==> src/shared/tccio_pkg.sv <==
// shared constants, types and helpers of the capture/compare i/o select block
package tccio_pkg;
  // ------------------------------------------------------------
  // widths and counts
  // ------------------------------------------------------------
  localparam int ADDR_W = 6;
  localparam int DATA_W = 16;
  localparam int CNT_W = 16;
  localparam int IOCTL_W = 8;
  localparam int FIELD_W = 4;
  localparam int NUM_CH = 2;
  localparam int NUM_UNIT = 4;
  // ------------------------------------------------------------
  // register byte addresses
  // ------------------------------------------------------------
  localparam logic [ADDR_W-1:0] ADR_IOCTL1 = 6'h00;
  localparam logic [ADDR_W-1:0] ADR_IOCTL2 = 6'h04;
  localparam logic [ADDR_W-1:0] ADR_RUN = 6'h08;
  localparam logic [ADDR_W-1:0] ADR_STATUS = 6'h0C;
  localparam logic [ADDR_W-1:0] ADR_MASK = 6'h10;
  localparam logic [ADDR_W-1:0] ADR_CNT1 = 6'h14;
  localparam logic [ADDR_W-1:0] ADR_GRA1 = 6'h18;
  localparam logic [ADDR_W-1:0] ADR_GRB1 = 6'h1C;
  localparam logic [ADDR_W-1:0] ADR_CNT2 = 6'h20;
  localparam logic [ADDR_W-1:0] ADR_GRA2 = 6'h24;
  localparam logic [ADDR_W-1:0] ADR_GRB2 = 6'h28;
  // ------------------------------------------------------------
  // reset values and field positions
  // ------------------------------------------------------------
  localparam logic [IOCTL_W-1:0] IOCTL_RST = 8'h00;
  localparam logic [CNT_W-1:0] CNT_RST = 16'h0000;
  localparam logic [CNT_W-1:0] CNT_ONE = 16'h0001;
  localparam logic [CNT_W-1:0] GR_RST = 16'hFFFF;
  localparam logic [NUM_CH-1:0] RUN_RST = 2'h0;
  localparam logic [NUM_UNIT-1:0] FLAG_RST = 4'h0;
  localparam logic [DATA_W-1:0] RD_IDLE = 16'h0000;
  localparam int FLD_A_LSB = 0;
  localparam int FLD_B_LSB = 4;
  // compare action; in capture mode 00 rising, 01 falling, 1x both edges
  typedef enum logic [1:0] {
    ACT_OFF = 2'b00,
    ACT_LOW = 2'b01,
    ACT_HIGH = 2'b10,
    ACT_TOGGLE = 2'b11
  } tccio_action_e;
  // one 4-bit function field: bit3 capture, bit2 initial level, bits1:0 action
  typedef struct packed {
    logic capture;
    logic init_high;
    tccio_action_e action;
  } tccio_field_s;
  // drive side of a two-way timer pin
  typedef struct packed {
    logic drive;
    logic enable;
  } tccio_pin_s;
  // pick the field of register a (lower) or b (upper)
  function automatic tccio_field_s field_of(input logic [IOCTL_W-1:0] ioctl,
                                            input logic upper);
    field_of = upper ? tccio_field_s'(ioctl[FLD_B_LSB +: FIELD_W])
                     : tccio_field_s'(ioctl[FLD_A_LSB +: FIELD_W]);
  endfunction
  // zero-extend a narrow register to the read bus
  function automatic logic [DATA_W-1:0] widen(input logic [IOCTL_W-1:0] v);
    widen = {{(DATA_W-IOCTL_W){1'b0}}, v};
  endfunction
endpackage

==> src/verilog/tccio_gr_unit.sv <==
// one general register with its pin: compare output or edge capture
`timescale 1ns/1ps
module tccio_gr_unit
  import tccio_pkg::*;
#(
  parameter bit OUT_ALLOWED = 1'b1
) (
  input wire logic mclk_i,
  input wire logic rst_n_i,
  input wire tccio_field_s field_i,
  input wire logic run_i,
  input wire logic [CNT_W-1:0] count_i,
  input wire logic pin_raw_i,
  input wire logic gr_we_i,
  input wire logic [CNT_W-1:0] gr_wdata_i,
  output logic [CNT_W-1:0] gr_o,
  output tccio_pin_s pin_o,
  output logic event_o
);
  logic sync1_reg, sync2_reg, sync3_reg, level_reg;
  logic agree, rise, fall, cap_hit, match;

  // ------------------------------------------------------------
  // pin synchroniser and edge detection
  // ------------------------------------------------------------
  // three stages; a new level counts once stage two and three agree on it
  always_ff @(posedge mclk_i or negedge rst_n_i) begin
    if (!rst_n_i) begin
      sync1_reg <= 1'b0;
      sync2_reg <= 1'b0;
      sync3_reg <= 1'b0;
    end else begin
      sync1_reg <= pin_raw_i;
      sync2_reg <= sync1_reg;
      sync3_reg <= sync2_reg;
    end
  end

  // accepted pin level; a one-cycle glitch never reaches it
  always_ff @(posedge mclk_i or negedge rst_n_i) begin
    if (!rst_n_i) begin
      level_reg <= 1'b0;
    end else if (agree) begin
      level_reg <= sync3_reg;
    end
  end

  assign agree = (sync2_reg == sync3_reg);
  assign rise = agree & sync3_reg & ~level_reg;
  assign fall = agree & ~sync3_reg & level_reg;
  // bit2 plays no part in capture, source is always this unit's own pin
  assign cap_hit = field_i.capture & (field_i.action[1] ? (rise | fall) :
                   field_i.action[0] ? fall : rise);
  assign match = ~field_i.capture & run_i & (count_i == gr_o);
  assign event_o = cap_hit | match;

  // ------------------------------------------------------------
  // general register: capture wins over a software write
  // ------------------------------------------------------------
  always_ff @(posedge mclk_i or negedge rst_n_i) begin
    if (!rst_n_i) begin
      gr_o <= GR_RST;
    end else if (cap_hit) begin
      gr_o <= count_i;
    end else if (gr_we_i) begin
      gr_o <= gr_wdata_i;
    end
  end

  // ------------------------------------------------------------
  // compare output pin
  // ------------------------------------------------------------
  always_ff @(posedge mclk_i or negedge rst_n_i) begin
    if (!rst_n_i) begin
      pin_o <= '0;
    end else begin
      pin_o.enable <= OUT_ALLOWED & ~field_i.capture & (field_i.action != ACT_OFF);
      if (!run_i) begin
        pin_o.drive <= field_i.init_high;
      end else if (match) begin
        unique case (field_i.action)
          ACT_LOW: pin_o.drive <= 1'b0;
          ACT_HIGH: pin_o.drive <= 1'b1;
          ACT_TOGGLE: pin_o.drive <= ~pin_o.drive;
          ACT_OFF: pin_o.drive <= pin_o.drive;
        endcase
      end
    end
  end

  logic rise_mode;
  assign rise_mode = field_i.capture & (field_i.action == ACT_OFF);
endmodule

==> src/verilog/tccio_top.sv <==
// timer capture/compare i/o select: two channels, registers a and b each
`timescale 1ns/1ps
module tccio_top
  import tccio_pkg::*;
(
  input wire logic mclk_i,
  input wire logic rst_n_i,
  input wire logic [ADDR_W-1:0] addr_i,
  input wire logic [DATA_W-1:0] wr_data_i,
  input wire logic wr_i,
  input wire logic rd_i,
  output logic [DATA_W-1:0] rd_data_o,
  output logic irq_o,
  input wire logic ch1_pin_a_i,
  input wire logic ch1_pin_b_i,
  input wire logic ch2_pin_a_i,
  input wire logic ch2_pin_b_i,
  output tccio_pin_s ch1_pin_a_o,
  output tccio_pin_s ch1_pin_b_o,
  output tccio_pin_s ch2_pin_a_o,
  output tccio_pin_s ch2_pin_b_o
);

  // ------------------------------------------------------------
  // register state
  // ------------------------------------------------------------
  logic [IOCTL_W-1:0] ioctl_reg [NUM_CH];
  logic [NUM_CH-1:0] run_reg;
  logic [CNT_W-1:0] cnt_reg [NUM_CH];
  logic [NUM_UNIT-1:0] flag_reg;
  logic [NUM_UNIT-1:0] mask_reg;
  logic [NUM_UNIT-1:0] flag_next;
  logic [NUM_UNIT-1:0] mask_next;
  logic [DATA_W-1:0] rd_next;

  // unit index: 0 ch1 a, 1 ch1 b, 2 ch2 a, 3 ch2 b
  logic [NUM_UNIT-1:0] pin_raw;
  logic [NUM_UNIT-1:0] gr_we;
  logic [NUM_UNIT-1:0] event_w;
  logic [CNT_W-1:0] gr_w [NUM_UNIT];
  tccio_pin_s pin_w [NUM_UNIT];
  logic [ADDR_W-1:0] gr_addr [NUM_UNIT];
  logic [ADDR_W-1:0] ioctl_addr [NUM_CH];
  logic [ADDR_W-1:0] cnt_addr [NUM_CH];

  // ------------------------------------------------------------
  // address tables per channel and unit
  // ------------------------------------------------------------
  assign ioctl_addr[0] = ADR_IOCTL1;
  assign ioctl_addr[1] = ADR_IOCTL2;
  assign cnt_addr[0] = ADR_CNT1;
  assign cnt_addr[1] = ADR_CNT2;
  assign gr_addr[0] = ADR_GRA1;
  assign gr_addr[1] = ADR_GRB1;
  assign gr_addr[2] = ADR_GRA2;
  assign gr_addr[3] = ADR_GRB2;

  // raw pin levels into the units
  assign pin_raw[0] = ch1_pin_a_i;
  assign pin_raw[1] = ch1_pin_b_i;
  assign pin_raw[2] = ch2_pin_a_i;
  assign pin_raw[3] = ch2_pin_b_i;

  // ------------------------------------------------------------
  // i/o control registers
  // ------------------------------------------------------------
  // both fields are plain read/write bits, cleared by reset
  always_ff @(posedge mclk_i or negedge rst_n_i) begin
    if (!rst_n_i) begin
      ioctl_reg[0] <= IOCTL_RST;
      ioctl_reg[1] <= IOCTL_RST;
    end else begin
      for (int c = 0; c < NUM_CH; c++) begin
        if (wr_i && addr_i == ioctl_addr[c]) begin
          ioctl_reg[c] <= wr_data_i[IOCTL_W-1:0];
        end
      end
    end
  end

  // ------------------------------------------------------------
  // counter run bits
  // ------------------------------------------------------------
  // bit 0 runs channel 1, bit 1 runs channel 2
  always_ff @(posedge mclk_i or negedge rst_n_i) begin
    if (!rst_n_i) begin
      run_reg <= RUN_RST;
    end else if (wr_i && addr_i == ADR_RUN) begin
      run_reg <= wr_data_i[NUM_CH-1:0];
    end
  end

  // ------------------------------------------------------------
  // channel counters
  // ------------------------------------------------------------
  // a software write wins over the count step
  always_ff @(posedge mclk_i or negedge rst_n_i) begin
    if (!rst_n_i) begin
      cnt_reg[0] <= CNT_RST;
      cnt_reg[1] <= CNT_RST;
    end else begin
      for (int c = 0; c < NUM_CH; c++) begin
        if (wr_i && addr_i == cnt_addr[c]) begin
          cnt_reg[c] <= wr_data_i[CNT_W-1:0];
        end else if (run_reg[c]) begin
          cnt_reg[c] <= CNT_W'(cnt_reg[c] + CNT_ONE);
        end
      end
    end
  end

  // ------------------------------------------------------------
  // general register units
  // ------------------------------------------------------------
  // b units never drive their pin: compare codes there only set the flag, capture codes still capture
  for (genvar u = 0; u < NUM_UNIT; u++) begin : g_unit
    assign gr_we[u] = wr_i && (addr_i == gr_addr[u]);
    tccio_gr_unit #(
      .OUT_ALLOWED((u % 2) == 0)
    ) u_gr (
      .mclk_i(mclk_i),
      .rst_n_i(rst_n_i),
      .field_i(field_of(ioctl_reg[u / 2], (u % 2) == 1)),
      .run_i(run_reg[u / 2]),
      .count_i(cnt_reg[u / 2]),
      .pin_raw_i(pin_raw[u]),
      .gr_we_i(gr_we[u]),
      .gr_wdata_i(wr_data_i[CNT_W-1:0]),
      .gr_o(gr_w[u]),
      .pin_o(pin_w[u]),
      .event_o(event_w[u])
    );
  end

  // pin drives come straight from the unit flip-flops
  assign ch1_pin_a_o = pin_w[0];
  assign ch1_pin_b_o = pin_w[1];
  assign ch2_pin_a_o = pin_w[2];
  assign ch2_pin_b_o = pin_w[3];

  // ------------------------------------------------------------
  // event flags and interrupt
  // ------------------------------------------------------------
  // write one to clear; a new event in the same cycle keeps its bit set
  always_comb begin
    flag_next = flag_reg;
    mask_next = mask_reg;
    if (wr_i && addr_i == ADR_STATUS) begin
      flag_next = flag_reg & ~wr_data_i[NUM_UNIT-1:0];
    end
    if (wr_i && addr_i == ADR_MASK) begin
      mask_next = wr_data_i[NUM_UNIT-1:0];
    end
    flag_next = flag_next | event_w;
  end

  // flags, mask and the level interrupt
  always_ff @(posedge mclk_i or negedge rst_n_i) begin
    if (!rst_n_i) begin
      flag_reg <= FLAG_RST;
      mask_reg <= FLAG_RST;
      irq_o <= 1'b0;
    end else begin
      flag_reg <= flag_next;
      mask_reg <= mask_next;
      irq_o <= |(flag_next & mask_next);
    end
  end

  // ------------------------------------------------------------
  // read path
  // ------------------------------------------------------------
  // unmapped addresses read as zero
  always_comb begin
    rd_next = RD_IDLE;
    unique case (addr_i)
      ADR_IOCTL1: rd_next = widen(ioctl_reg[0]);
      ADR_IOCTL2: rd_next = widen(ioctl_reg[1]);
      ADR_RUN: rd_next = widen({{(IOCTL_W-NUM_CH){1'b0}}, run_reg});
      ADR_STATUS: rd_next = widen({{(IOCTL_W-NUM_UNIT){1'b0}}, flag_reg});
      ADR_MASK: rd_next = widen({{(IOCTL_W-NUM_UNIT){1'b0}}, mask_reg});
      ADR_CNT1: rd_next = cnt_reg[0];
      ADR_GRA1: rd_next = gr_w[0];
      ADR_GRB1: rd_next = gr_w[1];
      ADR_CNT2: rd_next = cnt_reg[1];
      ADR_GRA2: rd_next = gr_w[2];
      ADR_GRB2: rd_next = gr_w[3];
      default: rd_next = RD_IDLE;
    endcase
  end

  // read data stand for exactly the cycle after the strobe
  always_ff @(posedge mclk_i or negedge rst_n_i) begin
    if (!rst_n_i) begin
      rd_data_o <= RD_IDLE;
    end else if (rd_i) begin
      rd_data_o <= rd_next;
    end else begin
      rd_data_o <= RD_IDLE;
    end
  end
endmodule
==> config.mk <==
export PLATFORM = sky130hd
export DESIGN_NAME = tccio_top
export DESIGN_NICKNAME = d
export VERILOG_FILES = /design/src/shared/tccio_pkg.sv /design/src/verilog/tccio_gr_unit.sv /design/src/verilog/tccio_top.sv
export SDC_FILE = /design/constraint.sdc
export NUM_CORES = 1
export LEC_CHECK = 0
export BUFFER_PORTS_ARGS = -buffer_cell sky130_fd_sc_hd__buf_2
export CORE_AREA = 2 2 160 240
export CTS_CLUSTER_SIZE = 30
export DETAILED_ROUTE_END_ITERATION = 6
export DIE_AREA = 0 0 162 242
export PLACE_DENSITY = 0.39
export SYNTH_ARGS = -nofsm -noshare
export SYNTH_HDL_FRONTEND = slang
export SYNTH_SLANG_ARGS = --single-unit
==> constraint.sdc <==
create_clock -name mclk_i -period 2.81 [get_ports mclk_i]
set_clock_uncertainty 0.15 [all_clocks]
set_input_delay 0.843 -clock mclk_i [delete_from_list [all_inputs] [get_ports mclk_i]]
set_output_delay 0.843 -clock mclk_i [all_outputs]
set_load 0.02 [all_outputs]
==> qor.yml, run 1 <==
status:
  status: "finished, final reports clean"
synth:
  synthMuxAreaShare_pct: 13.9
  synth_compound_area_share_pct: 12.7
  synth.avg_cell_area_sq_um: 9.54
  synth_edf_count: 0
  yosys.area_share.simple_pct: 13.4
  synth_area_sq_mm: 0.00918
  syn-instance-count: 962
  synth_commonest_cells: "113 x nor2_1, 97 x dfrtp_1, 89 x a21oi_1"
  yosysMostFrequentCell: "nor2_1"
  synth_xor_area_share_pct: 8.97
  ys_ff_latch: 161
  async_flop_share_pct: 100
  synth_ff_type: "dfrtp_1"
  yosysTopAreaCell: "dfrtp_1"
  synth_top_family_by_area: "multiplexers"
  ys_types: 52
  yosysTopAreaCellShare_pct: 26.5
  yosysWarningCount: 0
  synth.area.top_cells: "dfrtp_1 26%, dfstp_2 18%, mux2i_1 9.3%, a21oi_1 4.9%, xor2_1 4.8%"
  synth_fa_ha_area_share_pct: 1.36
  ys_seq_area_share_pct: 44.8
grt:
  top_usage_layer: "met2"
  grt.total_usage_pct: 16.4
  grt_use_met2_pct: 28.1
  grt_first_pass_wirelength_mm: 47.7
  gr-usage-met3_pct: 2.19
  grtUsageMet1_pct: 20.0
  antenna_found_initial: 0
  grt_pass1_vias: 7407
  overflow: 0
  grt_max_degree: 70
detailed_routing:
  vias: 6920
  drtAntennaViolNets: 0
  drt-wirelength-per-cell_um: 20.6
  first_pass_iters: 4
  drc_errors: 0
  dr.first_iter.drc_count: 286
  vias_per_cell: 4.60
  totalWireLength_mm: 31.0
sta:
  post-route-min-period_ns: 2.34
  tns_ns: 0
  setup_viol: 0
  min_period_over_period_pct: 83.4
  rsz0062_at_grt: "no"
  fin_ws_ns: 0.466
  hold_violations: 0
  worst-slew-pin-transition_ns: 0.607
  fmax_mhz: 427
  relSlewSlack_pct: 59.5
  slew_violations: 0
clock_tree:
  cts_made_buffers: 17
  cts.sinks: 161
  clk_pin_slew_worst_paths_ns: 0.07
  clk_latency_ns: 0.45
  cts_resized: 0
  postCtsSetupBuffers: 0
  cts_max_path_buffers: 2
  hold_buffers: 0
  tritoncts: "yes"
  htree_levels: 4
  cts-root-buf: "clkbuf_16"
final_layout:
  largest_reg_flops: 64
  fillers: 4006
  drive_gt1_share_pct: 23.9
  nets: 1043
  multi_input_area_sq_mm: 0.00462
  antenna_cells: 0
  ff_latch_area_sq_mm: 0.00411
  instances_no_fill: 1504
  syn2layout_area_growth_pct: 17.5
critical_path:
  path_cells: "buf_2, nor4_2, nand4_1, o21ai_0, a21boi_0, a2111oi_2, nand3_1"
  worst-path-max-fanout: 4
  slowest_stage: "o21ai_0"
  arrival_ns: 2.52
  critPathLaunchType: "input port"
  crit_required_ns: 2.98
  cpLargestDelayFamily: "compound AO/OA/AOI/OAI gates"
  end_kind: "flip-flop"
  worstPathBufferInverterCount: 1
  worst-setup-path-type: "in -> reg"
  max_stage_delay_ns: 0.36
die:
  ioPinCount: 55
  chipWidth_um: 162
  die_area_sq_mm: 0.0392
  start_util_pct: 24.6
  die_y_um: 242
  core_sq_mm: 0.0372
  rows: 87
placed_design:
  gp_congestion: 0.830
  dp_cells: 1473
  dpl_worst_slack_ns: 0.00678
  numPortBuffers: 52
  dpl.hpwl_mm: 22.4
power_and_ir_drop:
  p_total_mw: 9.88
  seq_power_share_pct: 44.9
  clockPowerShare_pct: 24.0
  p_int_mw: 6.18
  p_leak_nw: 4.32
  powerDensity_mw_per_mm2: 916
  ir_drop_v: 0.000364
  power.share.switching_pct: 37.4
  comb_power_share_pct: 31.1
  p_switching_mw: 3.69
hold_path:
  hold_path.class: "reg -> reg"
job:
  maxCapViolCount: 0
-- placed cells by master, fill, tap and decap left out, types with 3 or more instances in the layout --
| master | n |
|---|---|
| buf_12 | 9 |
| a21oi_1 | 89 |
| clkinvlp_4 | 5 |
| o21ai_0 | 49 |
| o211ai_1 | 3 |
| buf_4 | 44 |
| dfrtp_1 | 97 |
| nor2b_1 | 7 |
| mux2i_1 | 85 |
| nor2_1 | 113 |
| nor4_2 | 3 |
| inv_1 | 25 |
| buf_2 | 51 |
| xnor2_1 | 44 |
| mux2_2 | 32 |
| a21o_1 | 3 |
| dfstp_2 | 64 |
| nand2_1 | 77 |
| a22oi_1 | 19 |
| a31oi_1 | 4 |
| and3_1 | 10 |
| nor3_1 | 9 |
| nand4_1 | 15 |
| clkbuf_16 | 17 |
| nand3_1 | 17 |
| nor4_1 | 8 |
| a22o_1 | 16 |
| ha_1 | 10 |
| xor2_1 | 50 |
-- routing by layer --
layer	vias up	share of wire (%)
li1	3383	-
met1	3373	42
met2	121	51
met3	43	2.3
met4	0	4.4
met5	-	0
-- worst reg2reg max path, stage by stage, from the launching register on --
cell and delay [ns]:
dfrtp_1 0.48, xor2_1 0.21, nor4_1 0.40, nand3_1 0.18
nor4_1 0.24, buf_4 0.21, nand3_1 0.08, a31o_1 0.22
-- logic make-up after synthesis --
kind of cell	count (synthesis)
AOI/OAI and AO/OA	197
and+or+nand+nor	270
xor gates and xnor gates	94
adders and majority gates	10
muxes	120
DFF	161
buffers and inverters	109
other	1
-- power groups by stage --
stage	clock, mW	combinational (mW)	sequential [mW]
3_5_place_dp	0	3.09	4.50
2_1_floorplan	0	2.66	3.82
3_3_place_gp	0	3.07	4.50
5_1_grt	2.52	3.42	4.61
4_1_cts	2.46	3.11	4.46
6_report	2.37	3.07	4.44
-- cell type report --
cell class	instances	area share [%]
sequential	161	38.1
tap	489	5.67
inverter	25	0.870
clock buffer	19	4.01
multi-input combinational	693	42.9
clock inverter	12	1.26
timing repair buffer	105	7.20
-- worst paths after layout --
path,depth (start not counted),start,end,slack [ns]
max reg2reg,7,cnt_reg[13],g_unit[3].u_gr.pin_o[1],0.53
min,0,g_unit[2].u_gr.sync1_reg,g_unit[2].u_gr.sync2_reg,0.20
max in group asynchronous,2,rst_n_i,cnt_reg[10],1.72
max,7,addr_i[1],irq_o,0.47
min reg2reg,0,g_unit[2].u_gr.sync1_reg,g_unit[2].u_gr.sync2_reg,0.20
min in group asynchronous,2,rst_n_i,g_unit[0].u_gr.level_reg,0.21
-- metrics by stage --
stage          utilization, %  hold slack, ns  cell area (sq um)
2_1_floorplan               -           0.181               9180
3_3_place_gp             27.4           0.186              10200
3_5_place_dp             27.4           0.186              10200
4_1_cts                  29.0           0.204              10800
5_1_grt                  29.0           0.203              10800
6_report                 29.0           0.202              10800
Note: power is estimated with default switching activity, not from simulation.
==> run 2, diff against run 1 <==
Settings changed: PLACE_DENSITY 0.39 to 0.41.
Clock period 2.81 ns to 1.9 ns, I/O delays scaled along.
==> qor.yml, run 2 (synthesized netlist as in run 1, its figures left out) <==
status:
  status: "complete, but fails checks"
  violations: "setup timing"
sta:
  setup_viol: 7
  post-route-min-period_ns: 2.09
  min_period_over_period_pct: 110
  fmax_mhz: 477
  rsz0062_at_grt: "yes"
  hold_ws_ns: 0.0659
  slew_violations: 0
  fin_ws_ns: -0.195
  hold_violations: 0
  tns_ns: -0.878
hold_path:
  hold_path.class: "in -> reg"
  hold_start: "ch1_pin_b_i"
critical_path:
  end_kind: "flip-flop"
  crit_start: "g_unit[2].u_gr.gr_o[10]"
  rr_startpoint: "g_unit[2].u_gr.gr_o[10]"
  arrival_ns: 2.34
  crit_required_ns: 2.14
  worst-path-max-fanout: 3
  critPathLaunchType: "flip-flop"
  worst-setup-path-type: "reg -> reg"
power_and_ir_drop:
  p_int_mw: 10.6
  seq_power_share_pct: 36.2
  power.share.switching_pct: 37.4
  comb_power_share_pct: 43.0
  p_leak_nw: 5.20
  p_switching_mw: 6.31
  powerDensity_mw_per_mm2: 1350
  ir_drop_v: 0.000570
  clockPowerShare_pct: 20.8
grt:
  grt.total_usage_pct: 16.7
  antenna_found_initial: 0
  grt_first_pass_wirelength_mm: 48.7
  grt_max_degree: 44
  overflow: 0
  grt_pass1_vias: 7823
placed_design:
  dpl.hpwl_mm: 24.2
  dp_cells: 1608
  gp_congestion: 0.849
  numPortBuffers: 52
  dpl_worst_slack_ns: -0.620
clock_tree:
  cts.sinks: 161
  cts_made_buffers: 17
  cts-root-buf: "clkbuf_16"
  tritoncts: "yes"
  cts_max_path_buffers: 2
  clk_latency_ns: 0.45
  clk_pin_slew_worst_paths_ns: 0.07
  htree_levels: 4
final_layout:
  largest_reg_flops: 64
  fillers: 3884
  antenna_cells: 0
  finish.utilization_pct: 33.5
  drive_gt1_share_pct: 38.6
  nets: 1198
  syn2layout_area_growth_pct: 35.8
  instances_no_fill: 1660
  layout_common_cells: "181 x buf_4, 106 x nor2_1, 96 x dfrtp_1"
  layout_commonest_cell: "buf_4"
detailed_routing:
  dr.first_iter.drc_count: 339
  drtAntennaViolNets: 0
  totalWireLength_mm: 32.1
  vias: 7521
  drt-wirelength-per-cell_um: 19.3
  first_pass_iters: 4
  vias_per_cell: 4.53
  drc_errors: 0
die:
  start_util_pct: 24.6
  ioPinCount: 55
  rows: 87
  chipWidth_um: 162
  core_sq_mm: 0.0372
  die_area_sq_mm: 0.0392
  die_y_um: 242
job:
  maxCapViolCount: 0
-- run 2: cell types whose count changed in the layout (fill, tap and decap cells not counted), moves of 5 or more --
cell / delta
buf_12: +6
buf_6: +10
nor3_1: -7
nand3_1: -8
nor4_4: +5
nor4_1: -7
xor2_1: -5
inv_6: +5
buf_4: +137
nor2_1: -7
-- run 2: layout make-up --
class	count	area, sq um	area share (%)
flip-flops and latches	161	4110	33.0
multi-input cells	693	5010	40.2
repair buffers	260	2050	16.5
clock buffers	19	443	3.55
well taps	489	612	4.91
inverters	25	93.8	0.753
clock inverters	13	139	1.11
-- run 2: routing by layer --
layer  global-route usage [%]  up-vias  part of all wire (%)
met2                     28.9      112                    51
met5                        0        -                     0
met4                     8.17        0                   4.2
met3                     2.67       51                   2.5
li1                         -     3712                     -
met1                     20.1     3646                    43
-- run 2: final timing paths --
kind	to	slack [ns]	cells past startpoint
min in group asynchronous	cnt_reg[19]	0.38	2
setup / recovery	g_unit[2].u_gr.pin_o[1]	-0.19	8
hold reg to reg	g_unit[0].u_gr.sync2_reg	0.20	0
setup reg to reg	g_unit[2].u_gr.pin_o[1]	-0.19	8
hold / removal	g_unit[1].u_gr.sync1_reg	0.07	1
max in group asynchronous	g_unit[0].u_gr.gr_o[15]	0.60	3
-- run 2: stage by stage --
step                      cell area, sq um  total power, mW
after floorplan                       9300             9.69
after global placement               11300             12.4
after detailed placement             11300             12.5
after CTS                            12100             16.4
after global routing                 12500             18.0
final                                12500             16.9
-- run 2: critical path, cell delays in order (launching register included) --
cell     delay [ns]
dfstp_2        0.57
xor2_2         0.08
nor4_4         0.30
buf_4          0.17
nand3_4        0.08
nor4_4         0.24
buf_4          0.19
a21o_1         0.11
a22o_1         0.13
-- run 2: repair_timing --
action | 4_1_cts | 5_1_grt
setup endpoints to repair | 12 | 53
pin swaps | 13 | 26
setup buffers | 5 | 15
cloned | 0 | 1
resized for setup | 23 | 53
hold endpoints to repair | 12 | 0
hold buffers | 1 | 0
-- run 2: power by group through the flow --
stage | clock network [mW] | registers [mW] | logic [mW]
3_3_place_gp | 0 | 6.08 | 6.36
3_5_place_dp | 0 | 6.10 | 6.39
6_report | 3.51 | 6.11 | 7.27
2_1_floorplan | 0 | 5.65 | 4.04
4_1_cts | 3.62 | 6.07 | 6.71
5_1_grt | 3.77 | 6.29 | 7.91
